File: config.mk
export PLATFORM = sky130hd
export DESIGN_NAME = timer8_waveform_generator
export DESIGN_NICKNAME = d
export VERILOG_FILES = /design/src/rtl/timer8_pkg.sv /design/src/rtl/timer8_tick_source.sv /design/src/rtl/timer8_waveform_generator.sv
export SDC_FILE = /design/constraint.sdc
export NUM_CORES = 1
export LEC_CHECK = 0
export CORE_MARGIN = 4
export CORE_UTILIZATION = 60
export CTS_CLUSTER_DIAMETER = 100
export DETAILED_ROUTE_END_ITERATION = 6
export DONT_BUFFER_PORTS = 1
export PLACE_DENSITY = 0.78
export SLEW_MARGIN = 20
export SYNTH_ARGS = -nofsm -noshare
export SYNTH_HDL_FRONTEND = slang
export SYNTH_HIERARCHICAL = 1
export SYNTH_SLANG_ARGS = --single-unit
File: constraint.sdc
create_clock -name i_core_clk -period 4.55 [get_ports i_core_clk]
set_input_delay 0.91 -clock i_core_clk [delete_from_list [all_inputs] [get_ports i_core_clk]]
set_output_delay 0.91 -clock i_core_clk [all_outputs]
set_load 0.1 [all_outputs]
File: src/rtl/timer8_pkg.sv
// Package for the 8-bit timer with waveform generator.
// Assumes a 32-bit classic Wishbone slave with word-aligned registers.
package timer8_pkg;

   // Register byte offsets.
   localparam logic [7:0] OFS_CONTROL_A = 8'h00;
   localparam logic [7:0] OFS_COUNTER = 8'h04;
   localparam logic [7:0] OFS_COMPARE = 8'h08;
   localparam logic [7:0] OFS_FLAGS = 8'h0c;
   localparam logic [7:0] OFS_PIN_CFG = 8'h10;

   // Field positions.
   localparam int BIT_FORCE = 7;
   localparam int BIT_FLAG_CMP = 1;
   localparam int BIT_FLAG_OVF = 0;
   localparam int BIT_PIN_DIR = 0;
   localparam int BIT_PORT_DATA = 1;

   // Reset values and counter limits.
   localparam logic [7:0] CONTROL_A_RESET = 8'h00;
   localparam logic [7:0] COUNT_MAX = 8'hff;
   localparam logic [7:0] COUNT_BOTTOM = 8'h00;

   // Prescaler width and tap widths (divide by 8, 64, 256, 1024).
   localparam int PRESC_W = 10;
   localparam int TAP_DIV8 = 3;
   localparam int TAP_DIV64 = 6;
   localparam int TAP_DIV256 = 8;
   localparam int TAP_DIV1024 = 10;

   typedef enum logic [1:0] {
      MODE_NORMAL = 2'b00,
      MODE_PHASE = 2'b01,
      MODE_CTC = 2'b10,
      MODE_FAST = 2'b11
   } wave_mode_t;

   typedef enum logic [2:0] {
      CS_STOP = 3'b000,
      CS_DIV1 = 3'b001,
      CS_DIV8 = 3'b010,
      CS_DIV64 = 3'b011,
      CS_DIV256 = 3'b100,
      CS_DIV1024 = 3'b101,
      CS_EXT_FALL = 3'b110,
      CS_EXT_RISE = 3'b111
   } clock_select_t;

   // Control register in its bit order, 7 down to 0.
   typedef struct packed {
      logic force_compare_strobe;
      logic waveform_mode_low;
      logic [1:0] output_action;
      logic waveform_mode_high;
      logic [2:0] clock_select;
   } timer_control_a_t;

   // Whole state of the main timer module.
   typedef struct packed {
      timer_control_a_t ctrl;
      logic [7:0] counter_value;
      logic [7:0] compare_buf;
      logic [7:0] compare_act;
      logic dir_down;
      logic block_match;
      logic compare_output;
      logic overflow_flag;
      logic compare_match_flag;
      logic pin_dir;
      logic port_data;
      logic ack;
      logic [31:0] rdat;
   } timer_state_t;

   // Whole state of the tick source.
   typedef struct packed {
      logic [PRESC_W-1:0] presc;
      logic sync1;
      logic sync2;
      logic prev;
   } tick_state_t;

endpackage

File: src/rtl/timer8_tick_source.sv
// Timer tick source: free-running prescaler and external count pin edge detector.
// Assumes the count pin is asynchronous to the core clock.
`timescale 1ns/1ns
module timer8_tick_source
   import timer8_pkg::*;
(
   input wire logic i_core_clk,
   input wire logic i_rst,
   input wire logic [2:0] i_clock_select,
   input wire logic i_external_count_pin,
   output logic o_timer_tick
);

   tick_state_t s_q;
   tick_state_t s_d;
   logic ext_rise;
   logic ext_fall;

   // The pin passes two flops; only the second one feeds the edge detector.
   always_comb begin
      s_d = s_q;
      s_d.presc = s_q.presc + 1'b1;
      s_d.sync1 = i_external_count_pin;
      s_d.sync2 = s_q.sync1;
      s_d.prev = s_q.sync2;
   end

   assign ext_rise = s_q.sync2 & ~s_q.prev;
   assign ext_fall = ~s_q.sync2 & s_q.prev;

   // Tick is a one-cycle enable; the prescaler runs free so the first tick may come early.
   always_comb begin
      case (clock_select_t'(i_clock_select))
         CS_STOP: o_timer_tick = 1'b0;
         CS_DIV1: o_timer_tick = 1'b1;
         CS_DIV8: o_timer_tick = &s_q.presc[TAP_DIV8-1:0];
         CS_DIV64: o_timer_tick = &s_q.presc[TAP_DIV64-1:0];
         CS_DIV256: o_timer_tick = &s_q.presc[TAP_DIV256-1:0];
         CS_DIV1024: o_timer_tick = &s_q.presc[TAP_DIV1024-1:0];
         CS_EXT_FALL: o_timer_tick = ext_fall;
         CS_EXT_RISE: o_timer_tick = ext_rise;
         default: o_timer_tick = 1'b0;
      endcase
   end

   // State register.
   always_ff @(posedge i_core_clk) begin
      if (i_rst) begin
         s_q <= '0;
      end else begin
         s_q <= s_d;
      end
   end

endmodule // timer8_tick_source

File: src/rtl/timer8_waveform_generator.sv
// 8-bit timer/counter with waveform generator and one compare output pin.
// Assumes a classic Wishbone master on the core clock and an asynchronous count pin.
//
// The address map and the Wishbone interface to the registers are this design's own decisions.
`timescale 1ns/1ns

// Functional notes
// - Fast PWM with action 1 toggles output on each match, compare stays buffered.
// - Phase correct mode counts up to MAX then down to BOTTOM, eight bits.
// - Phase correct does not hold MAX; the tick at MAX already decrements.
// - Phase correct sets overflow flag when counter reaches BOTTOM.
// - Phase correct action 2 clears on up match, sets on down; 3 reverses.
// - Phase correct action 2 with compare at BOTTOM gives constant low, at MAX constant high; 3 reverses.
// - Phase correct output corrects at BOTTOM after missed match or MAX change.
// - Compare at MAX keeps output symmetric around BOTTOM in phase correct.
// - Fully synchronous; the tick is only a clock enable.
// - Force strobe in non-PWM mode applies current output action at once.
// - Forced compare sets no flag and never clears the counter.
// - Force strobe is write-only and reads as zero.
// - Mode decode: normal, phase correct, clear-on-compare, fast PWM, with TOP.
// - Nonzero output action overrides port; driver enabled by direction bit.
// - Non-PWM actions: disconnected, toggle, clear, set on match.
// - Fast PWM action 2 clears on match, sets at BOTTOM; 3 reverses.
// - PWM with compare at TOP and high action bit ignores match, acts at TOP.
// - Clock select: stop, undivided, 8, 64, 256, 1024, pin fall, pin rise.
// - External pin clocks the counter even when driven as output.
// - A counter write suppresses the compare match on the next tick.
// - Flags clear by interrupt vector acknowledge or by writing one.
// - Fast PWM counts to MAX then clears on the following tick.
module timer8_waveform_generator
   import timer8_pkg::*;
(
   input wire logic i_core_clk,
   input wire logic i_rst,
   input wire logic i_wb_cyc,
   input wire logic i_wb_stb,
   input wire logic i_wb_we,
   input wire logic [7:0] i_wb_adr,
   input wire logic [3:0] i_wb_sel,
   input wire logic [31:0] i_wb_dat,
   output logic [31:0] o_wb_dat,
   output logic o_wb_ack,
   input wire logic i_overflow_vec_ack,
   input wire logic i_compare_vec_ack,
   input wire logic i_external_count_pin,
   output logic o_wave_pin_o,
   output logic o_wave_pin_oe,
   output logic o_compare_output,
   output logic o_overflow_flag,
   output logic o_compare_match_flag
);

   timer_state_t s_q;
   timer_state_t s_d;
   logic timer_tick;
   wave_mode_t mode;
   logic wb_req;
   logic wb_wr;
   logic wr_ctrl;
   logic wr_counter;
   logic wr_compare;
   logic wr_flags;
   logic wr_pin;
   logic match;
   logic ignore_match;
   logic at_max;
   logic at_bottom;
   logic up_level;
   timer_control_a_t wr_ctrl_val;

   // True for both PWM modes, where compare is double buffered.
   function automatic logic is_pwm(input wave_mode_t m);
      is_pwm = (m == MODE_PHASE) || (m == MODE_FAST);
   endfunction

   // Non-PWM output action applied to the present output level.
   function automatic logic nonpwm_action(input logic [1:0] act, input logic cur);
      case (act)
         2'b01: nonpwm_action = ~cur;
         2'b10: nonpwm_action = 1'b0;
         2'b11: nonpwm_action = 1'b1;
         default: nonpwm_action = cur;
      endcase
   endfunction

   // Tick source; the pin counts regardless of the pin direction bit.
   timer8_tick_source u_tick (
      .i_core_clk(i_core_clk),
      .i_rst(i_rst),
      .i_clock_select(s_q.ctrl.clock_select),
      .i_external_count_pin(i_external_count_pin),
      .o_timer_tick(timer_tick)
   );

   // Bus decode; a write lands only on the edge where ack is high.
   assign wb_req = i_wb_cyc & i_wb_stb;
   assign wb_wr = wb_req & i_wb_we & s_q.ack & i_wb_sel[0];
   assign wr_ctrl = wb_wr && (i_wb_adr == OFS_CONTROL_A);
   assign wr_counter = wb_wr && (i_wb_adr == OFS_COUNTER);
   assign wr_compare = wb_wr && (i_wb_adr == OFS_COMPARE);
   assign wr_flags = wb_wr && (i_wb_adr == OFS_FLAGS);
   assign wr_pin = wb_wr && (i_wb_adr == OFS_PIN_CFG);
   assign wr_ctrl_val = timer_control_a_t'(i_wb_dat[7:0]);

   // Mode and compare decode.
   assign mode = wave_mode_t'({s_q.ctrl.waveform_mode_high, s_q.ctrl.waveform_mode_low});
   assign match = timer_tick & ~s_q.block_match & (s_q.counter_value == s_q.compare_act);
   assign ignore_match = is_pwm(mode) & s_q.ctrl.output_action[1]
      & (s_q.compare_act == COUNT_MAX);
   assign at_max = (s_q.counter_value == COUNT_MAX);
   assign at_bottom = (s_q.counter_value == COUNT_BOTTOM);
   // Level that an up-counting match gives in the PWM modes; down match is its inverse.
   assign up_level = s_q.ctrl.output_action[0];

   // Next-state logic: counter, compare, output, flags, then bus effects on top.
   always_comb begin
      s_d = s_q;
      s_d.ack = wb_req & ~s_q.ack;
      s_d.rdat = '0;

      if (timer_tick) begin
         s_d.block_match = 1'b0;
         case (mode)
            MODE_NORMAL: begin
               s_d.counter_value = s_q.counter_value + 8'h01;
               if (at_max) begin
                  s_d.overflow_flag = 1'b1;
               end
            end
            MODE_CTC: begin
               // Only a true match clears; a forced compare never gets here.
               s_d.counter_value = match ? COUNT_BOTTOM : s_q.counter_value + 8'h01;
               if (at_max) begin
                  s_d.overflow_flag = 1'b1;
               end
            end
            MODE_FAST: begin
               // Wraps from MAX to BOTTOM; the buffered compare loads at BOTTOM.
               s_d.counter_value = s_q.counter_value + 8'h01;
               if (at_max) begin
                  s_d.overflow_flag = 1'b1;
                  s_d.compare_act = s_q.compare_buf;
               end
            end
            MODE_PHASE: begin
               if (!s_q.dir_down) begin
                  if (at_max) begin
                     s_d.dir_down = 1'b1;
                     s_d.counter_value = s_q.counter_value - 8'h01;
                     s_d.compare_act = s_q.compare_buf;
                  end else begin
                     s_d.counter_value = s_q.counter_value + 8'h01;
                  end
               end else if (at_bottom) begin
                  s_d.dir_down = 1'b0;
                  s_d.overflow_flag = 1'b1;
                  s_d.counter_value = s_q.counter_value + 8'h01;
               end else begin
                  s_d.counter_value = s_q.counter_value - 8'h01;
               end
            end
            default: begin
               s_d.counter_value = s_q.counter_value + 8'h01;
            end
         endcase

         if (match) begin
            s_d.compare_match_flag = 1'b1;
         end

         // Waveform output per mode.
         if (!is_pwm(mode)) begin
            if (match) begin
               s_d.compare_output = nonpwm_action(s_q.ctrl.output_action,
                  s_q.compare_output);
            end
         end else if (mode == MODE_FAST) begin
            if (s_q.ctrl.output_action == 2'b01) begin
               if (match) begin
                  s_d.compare_output = ~s_q.compare_output;
               end
            end else if (s_q.ctrl.output_action[1]) begin
               if (match && !ignore_match) begin
                  s_d.compare_output = up_level;
               end
               // Action at TOP also covers the ignored match with compare at MAX.
               if (at_max) begin
                  s_d.compare_output = ~up_level;
               end
            end
         end else if (s_q.ctrl.output_action[1]) begin
            if (s_q.dir_down && at_bottom) begin
               // Re-align at BOTTOM so a missed up match or a left MAX stays symmetric.
               s_d.compare_output = (s_q.compare_act == COUNT_BOTTOM) ? up_level
                  : ~up_level;
            end else if (at_max && ignore_match) begin
               s_d.compare_output = ~up_level;
            end else if (match && !ignore_match) begin
               s_d.compare_output = s_q.dir_down ? ~up_level : up_level;
            end
         end
      end

      // Control register; force acts only outside PWM and is never stored.
      if (wr_ctrl) begin
         s_d.ctrl = wr_ctrl_val;
         s_d.ctrl.force_compare_strobe = 1'b0;
         if (wr_ctrl_val.force_compare_strobe
            && !is_pwm(wave_mode_t'({wr_ctrl_val.waveform_mode_high,
               wr_ctrl_val.waveform_mode_low}))) begin
            // No flag and no counter clear from a forced compare.
            s_d.compare_output = nonpwm_action(wr_ctrl_val.output_action,
               s_q.compare_output);
         end
      end

      // Counter write wins over counting and masks the next tick's match.
      if (wr_counter) begin
         s_d.counter_value = i_wb_dat[7:0];
         s_d.block_match = 1'b1;
      end

      // Compare write; immediate in non-PWM modes, else held in the buffer.
      if (wr_compare) begin
         s_d.compare_buf = i_wb_dat[7:0];
         if (!is_pwm(mode)) begin
            s_d.compare_act = i_wb_dat[7:0];
         end
      end

      if (wr_pin) begin
         s_d.pin_dir = i_wb_dat[BIT_PIN_DIR];
         s_d.port_data = i_wb_dat[BIT_PORT_DATA];
      end

      // Flag clears; a hardware set in the same cycle wins over the clear.
      if ((wr_flags && i_wb_dat[BIT_FLAG_OVF]) || i_overflow_vec_ack) begin
         s_d.overflow_flag = timer_tick & ((mode == MODE_PHASE) ? (s_q.dir_down & at_bottom)
            : at_max);
      end
      if ((wr_flags && i_wb_dat[BIT_FLAG_CMP]) || i_compare_vec_ack) begin
         s_d.compare_match_flag = match;
      end

      // Read data is captured together with ack so it is stable when ack shows.
      if (wb_req && !s_q.ack && !i_wb_we) begin
         case (i_wb_adr)
            OFS_CONTROL_A: s_d.rdat = {24'h000000, 1'b0, s_q.ctrl[6:0]};
            OFS_COUNTER: s_d.rdat = {24'h000000, s_q.counter_value};
            OFS_COMPARE: s_d.rdat = {24'h000000, s_q.compare_buf};
            OFS_FLAGS: s_d.rdat = {30'h00000000, s_q.compare_match_flag, s_q.overflow_flag};
            OFS_PIN_CFG: s_d.rdat = {30'h00000000, s_q.port_data, s_q.pin_dir};
            default: s_d.rdat = '0;
         endcase
      end
   end

   // State register.
   always_ff @(posedge i_core_clk) begin
      if (i_rst) begin
         s_q <= '0;
         s_q.ctrl <= timer_control_a_t'(CONTROL_A_RESET);
      end else begin
         s_q <= s_d;
      end
   end

   // Pin mux: a connected compare output replaces the port data bit.
   assign o_wave_pin_o = (s_q.ctrl.output_action != 2'b00) ? s_q.compare_output
      : s_q.port_data;
   assign o_wave_pin_oe = s_q.pin_dir;
   assign o_compare_output = s_q.compare_output;
   assign o_overflow_flag = s_q.overflow_flag;
   assign o_compare_match_flag = s_q.compare_match_flag;
   assign o_wb_ack = s_q.ack;
   assign o_wb_dat = s_q.rdat;

endmodule // timer8_waveform_generator

==> impl_metrics.tcl, run 1 <==
set metrics [dict create \
    drive_gt1_share_pct 8.11 \
    drt-total-wl_um 9700 \
    clock_latency_ps 360 \
    use_met1_pct 36.1 \
    post_cts_buffers 0 \
    grt_use_met3_pct 7.47 \
    worstSetupEndpointType "register" \
    period_needed_ps 3640 \
    die_area_um2 7660 \
    cp-endpoint "s_q[57]" \
    setup_viol 0 \
    multiInputGateArea_um2 2260 \
    yosys_register_bits 60 \
    powerDensity_nw_per_um2 313 \
    min-delay-path-class "reg -> reg" \
    maxSlewViolCount 0 \
    synth.largest_area_cell "dfxtp_1" \
    drt_iter0_markers 367 \
    ys_seq_area_share_pct 31.7 \
    r2r_cells 11 \
    fp.dieW_um 87.5 \
    cts-resized-gates 0 \
    use_met2_pct 39.7 \
    fillers 524 \
    setup.worst_path.start "u_tick/s_q[3]" \
    fin_tns_setup_ps 0 \
    crit_type "reg -> reg" \
    final_common_cell "nor2_1" \
    cts_tree "built" \
    yosys.area.top_type_share_pct 31.7 \
    avgSynthCellArea_um2 8.02 \
    dpl.hpwl_um 6790 \
    grt_pass1_vias 3188 \
    cts_sinks 60 \
    outcome "finished with violations" \
    worst_slew_pin_slew_ps 1060 \
    htreeDepth 3 \
    finish.net_count 512 \
    antenna_found_initial 0 \
    reg2reg_slack_ps 910 \
    relSlewSlack_pct 29.4 \
    post-route-util_pct 63.8 \
    fin_crit_sh_pct 80.1 \
    arrival_ps 3900 \
    cts_buffer_depth 2 \
    synth_edf_count 0 \
    cts_hold_buf 0 \
    seq_area_um2 1200 \
    initial_core_util_pct 62.9 \
    syn_to_final_growth_pct 1.45 \
    ys.flop_type "dfxtp_1" \
    fmax_ghz 0.274 \
    antenna-diode-count 0 \
    num_vias 3410 \
    grt-ovfl-total 0 \
    rsz0062_at_grt "no" \
    yosysUniqueCellTypes 63 \
    vias_per_cell 6.42 \
    path_clk_slew_ps 80 \
    cp_max_fo 25 \
    crit_top_cell "a21oi_1" \
    die_h_um 87.5 \
    worstPathCellList "ha_1 -> nand4_1 -> o21bai_1 -> o221a_2 -> nor2b_1 -> nand4_1 -> nor4_1 -> a21oi_1 -> a21oi_1 -> a211o_1 -> a21oi_1" \
    critPathMaxStageDelay_ps 770 \
    leakage_nw 1.27 \
    synth_cells 473 \
    cts_buffers 9 \
    r2r-start "u_tick/s_q[3]" \
    gp_congestion 0.969 \
    r2r_end "s_q[57]" \
    grt_usage_pct 26.5 \
    vdd_ir_drop_max_uv 268 \
    grt_max_degree 55 \
    coreArea_um2 6030 \
    grt_pass1_wl_um 15800 \
    syn_area_um2 3790 \
    cp_slowest_cell "nor4_1" \
    cts_root_buf "clkbuf_8" \
    ant_nets 0 \
    synth_warnings 6 \
    io_pins 90 \
    synthArstFlopShare_pct 0 \
    rows 28 \
    required_ps 4800 \
    route.detailed.drc 1 \
    drt_first_pass_iters 7 \
    top_usage_layer "met2" \
    finalHoldViolCount 0 \
    startpoint_type "register" \
    io_buffers 0 \
    wire_per_inst_um 18.3 \
    layout_common_cells "nor2_1, dfxtp_1, a21oi_1, nand2_1, conb_1" \
    drv_cap 0 \
    violations "DRC" \
    synth_area_leaders "dfxtp_1, buf_4, nor2_1, mux2i_1, a21oi_1" \
    skew_ps 13.7 \
]
[power by group]
group	leakage, nW	internal [mW]	switching, mW
registers	0.485	0.530	0.00982
clock network	0.110	0.311	0.239
logic	0.679	0.0134	0.100
[cell usage after synthesis (all sizes together) (3+ instances only)]
master   count
nand3       17
o211ai       5
o41ai        3
nor2        65
a21oi       36
inv         14
dfxtp       60
o2111ai      4
a22oi       11
xnor2        8
nand3b       6
ha           9
a211oi       9
o31ai        3
a311oi       3
clkbuf      14
a31oi        5
mux2i       19
nand2       31
a221oi       3
nand2b       7
or4          6
and3         6
xor2         3
or2          3
nor2b        9
or3          8
nand4        6
o21ai       15
nor4         7
buf         44
nor3         9
[registers in the layout, indices dropped and copies added (netlist names)]
register / flops
mode: 2
o_compare_match_flag: 1
o_compare_output: 1
o_overflow_flag: 1
o_wave_pin_oe: 1
o_wb_ack: 1
o_wb_dat: 8
s_q: 32
u_tick/s_d: 2
u_tick/s_q: 11
[per-stage QoR]
step	total power [mW]	instances	instance area, um^2	hold slack [ps]	worst slack [ps]
after floorplan	0.683	496	3880	414	1820
after global placement	0.663	515	3620	423	1120
after detailed placement	0.664	515	3620	433	1070
after CTS	1.20	531	3850	451	1060
after global routing	1.23	531	3850	471	681
final	1.20	531	3850	448	907
[metal layers]
layer | vias up | part of all wire [%]
li1 | 1614 | -
met1 | 1618 | 45
met2 | 154 | 45
met3 | 24 | 7.5
met4 | 0 | 2.7
met5 | - | 0
[logic make-up after synthesis]
kind of cell | synth area share (%)
AND/OR/NAND/NOR | 25.5
AO/OA/AOI/OAI | 19.5
multiplexers | 6.80
flip-flops | 31.7
adder cells (fa/ha/maj) | 2.97
buffers and inverters | 11.0
other | 0.0989
XOR/XNOR | 2.54
[layout make-up]
cell class | count | area share (%)
clock buffers | 9 | 3.22
clock inverters | 7 | 2.57
inverters | 14 | 1.37
multi-input cells | 364 | 58.8
flip-flops and latches | 60 | 31.2
well taps | 75 | 2.44
repair buffers | 2 | 0.390
[critical path, delay by kind of cell (launching register included)]
kind | cells | cell delay [ps]
AOI/OAI and AO/OA | 6 | 1590
adders and majority gates | 1 | 210
DFF | 1 | 390
and+or+nand+nor | 4 | 1350
[worst min-delay path by stage]
stage | end | from | slack (ps) | cells after the start
finish | u_tick/s_d[0] | u_tick/s_d[1] | 450 | 1
global route | u_tick/s_d[0] | u_tick/s_d[1] | 470 | 1
floorplan | u_tick/s_d[0] | u_tick/s_d[1] | 410 | 1
CTS | u_tick/s_d[0] | u_tick/s_d[1] | 450 | 1
detailed placement | u_tick/s_d[0] | u_tick/s_d[1] | 430 | 1
global placement | u_tick/s_d[0] | u_tick/s_d[1] | 420 | 1
No activity file was read; power rests on OpenSTA's default activity.
==> inputs of run 2 (changes only) <==
--- a/config.mk
+++ b/config.mk
@@ -5,8 +5,9 @@
 export SDC_FILE = /design/constraint.sdc
 export NUM_CORES = 1
 export LEC_CHECK = 0
+export ABC_AREA = 1
 export CORE_MARGIN = 4
-export CORE_UTILIZATION = 60
+export CORE_UTILIZATION = 58
 export CTS_CLUSTER_DIAMETER = 100
 export DETAILED_ROUTE_END_ITERATION = 6
 export DONT_BUFFER_PORTS = 1
==> constraint.sdc (replaced) <==
create_clock -name i_core_clk -period 3.3 [get_ports i_core_clk]
set_input_delay 0.66 -clock i_core_clk [delete_from_list [all_inputs] [get_ports i_core_clk]]
set_output_delay 0.66 -clock i_core_clk [all_outputs]
set_load 0.1 [all_outputs]
==> run 2 against run 1 <==
Compared with the run above: the flow now finishes without violations; area after synthesis is 3.9% higher; setup slack worse by 260 ps; combinational power is 41% higher; clock skew is 7.5 ps lower; sequential power is 37% higher; utilization is 1.1 points lower; cell count is 19% higher.
==> impl_metrics.tcl, run 2 <==
set metrics [dict create \
    outcome "complete, no violations" \
    netlist_top_cells_count "nand2_1, dfxtp_1, inv_1" \
    yosys.area.top_type_share_pct 30.5 \
    initial_core_util_pct 61.0 \
    fin_tns_setup_ps 0 \
    coreArea_um2 6460 \
    arrival_ps 2890 \
    syn_to_final_growth_pct 2.76 \
    clock_latency_ps 340 \
    cts_sinks 60 \
    leakage_nw 1.55 \
    synthArstFlopShare_pct 0 \
    die_h_um 90.4 \
    relSlewSlack_pct 29.0 \
    antenna_found_initial 0 \
    post_cts_buffers 0 \
    synth_edf_count 0 \
    final_common_cell "nand2_1" \
    maxSlewViolCount 0 \
    cts_root_buf "clkbuf_8" \
    worst_slew_pin_slew_ps 1060 \
    period_needed_ps 2650 \
    fmax_ghz 0.377 \
    cts_buffer_depth 2 \
    syn_area_um2 3940 \
    layout_common_cells "nand2_1, dfxtp_1, inv_1, nor2_1, a21oi_1" \
    cts_tree "built" \
    fin_cells 632 \
    die_area_um2 8180 \
    cts_buffers 9 \
    ys.flop_type "dfxtp_1" \
    grt_pass1_vias 3438 \
    required_ps 3540 \
    grt_pass1_wl_um 16900 \
    grt-ovfl-total 0 \
    io_pins 90 \
    ant_nets 0 \
    drive_gt1_share_pct 12.6 \
    synth.most_common_cell "nand2_1" \
    place_inst 616 \
    grt_max_degree 34 \
    ys_seq_area_share_pct 30.5 \
    powerDensity_nw_per_um2 389 \
    crit_type "reg -> reg" \
    top_register "s_q" \
    multiInputGateArea_um2 2250 \
    synth_cells 558 \
    startpoint_type "register" \
    synth.largest_area_cell "dfxtp_1" \
    dpl.hpwl_um 7960 \
    drt-total-wl_um 10800 \
    fin_crit_sh_pct 80.4 \
    cts_hold_buf 0 \
    finish.net_count 611 \
    avgSynthCellArea_um2 7.06 \
    gp_congestion 0.969 \
    synth_warnings 6 \
    cts-resized-gates 0 \
    grt_usage_pct 25.6 \
    route.detailed.drc 0 \
    setup_viol 0 \
    whs_ps 381 \
    htreeDepth 3 \
    largest_reg_flops 32 \
    min-delay-path-class "in -> reg" \
    fp.dieW_um 90.4 \
    antenna-diode-count 0 \
    drv_cap 0 \
    num_vias 3808 \
    fillers 605 \
    place_ws_ps 703 \
    seq_area_um2 1200 \
    yosysUniqueCellTypes 51 \
    rsz0062_at_grt "no" \
    synth_area_leaders "dfxtp_1, nand2_1, buf_4, a21oi_1, inv_1" \
    drt_iter0_markers 527 \
    drt_first_pass_iters 6 \
    wire_per_inst_um 17.1 \
    rows 29 \
    cp_max_fo 7 \
    skew_ps 6.14 \
    timing.final.ws_setup_ps 646 \
    worstSetupEndpointType "register" \
    finalHoldViolCount 0 \
    vias_per_cell 6.03 \
    io_buffers 0 \
    path_clk_slew_ps 70 \
    vdd_ir_drop_max_uv 229 \
    yosys_register_bits 60 \
]
[run 2: cell types whose count changed after synthesis, sizes merged, moves of 8 or more]
cell	previous run	this run
a221oi	3	12
o21ai	15	38
mux2i	19	0
nand2	31	104
nor2b	9	0
nand3	17	31
or3	8	0
clkbuf	14	4
inv	14	69
xor2	3	11
[run 2: area by class of cell]
type                            instances  area share [%]
Multi-Input combinational cell        404            55.5
Tap cell                               77            2.38
Timing Repair Buffer                    6            1.11
Inverter                               69            6.39
Clock buffer                           10            3.40
Sequential cell                        60            29.7
Clock inverter                          6            1.58
[run 2: final timing paths]
path,start,endpoint,slack [ps],cells past startpoint
setup / recovery,u_tick/s_q[3],o_compare_output,650,21
hold / removal,i_rst,o_compare_match_flag,380,1
setup reg to reg,u_tick/s_q[3],o_compare_output,650,21
hold reg to reg,u_tick/s_d[1],u_tick/s_d[0],410,2
[run 2: kinds of logic (layout without fill, tap and decap cells)]
family | Yosys count | after routing | share of synthesized area (%)
simple gates | 229 | 229 | 28.0
buf+inv | 117 | 91 | 14.8
other cells | 1 | 24 | 0.0951
compound gates | 129 | 129 | 20.9
flops | 60 | 60 | 30.5
xor+xnor | 13 | 13 | 2.89
fa+ha+maj | 9 | 9 | 2.86
[run 2: critical path, cell delays in order, from the launching register on]
cell	delay [ps]
dfxtp_1	360
ha_1	200
ha_1	160
nand3_1	80
nand2_1	80
inv_1	40
nand2_1	40
nand2_1	60
a21oi_2	170
nand2_1	110
a21oi_1	140
nand2_1	80
nor2_2	290
nand2_1	170
nand2_1	110
nand2_1	50
a21oi_1	120
a21oi_1	70
nand2_1	70
nand2_1	40
nand2_1	50
a21oi_1	50
[run 2: power by group]
group,internal [mW],switching (mW),leakage (nW)
Sequential,0.729,0.00813,0.485
Combinational,0.0113,0.147,0.965
Clock,0.367,0.310,0.0983
[run 2: routing by layer]
metal	GRT usage [%]	share of wire (%)	wire [um]	up-vias
met2	41.4	48	5160	224
li1	-	-	-	1811
met4	8.55	2.0	215	0
met1	31.7	40	4320	1748
met3	8.92	10	1080	25
met5	0	0	0	-
[run 2: metrics by stage]
step	power [mW]	utilization, %	area (um^2)
after floorplan	0.929	-	4030
after global placement	0.910	59.6	3850
after detailed placement	0.911	59.6	3850
after CTS	1.58	62.7	4050
after global routing	1.63	62.7	4050
final	1.57	62.7	4050
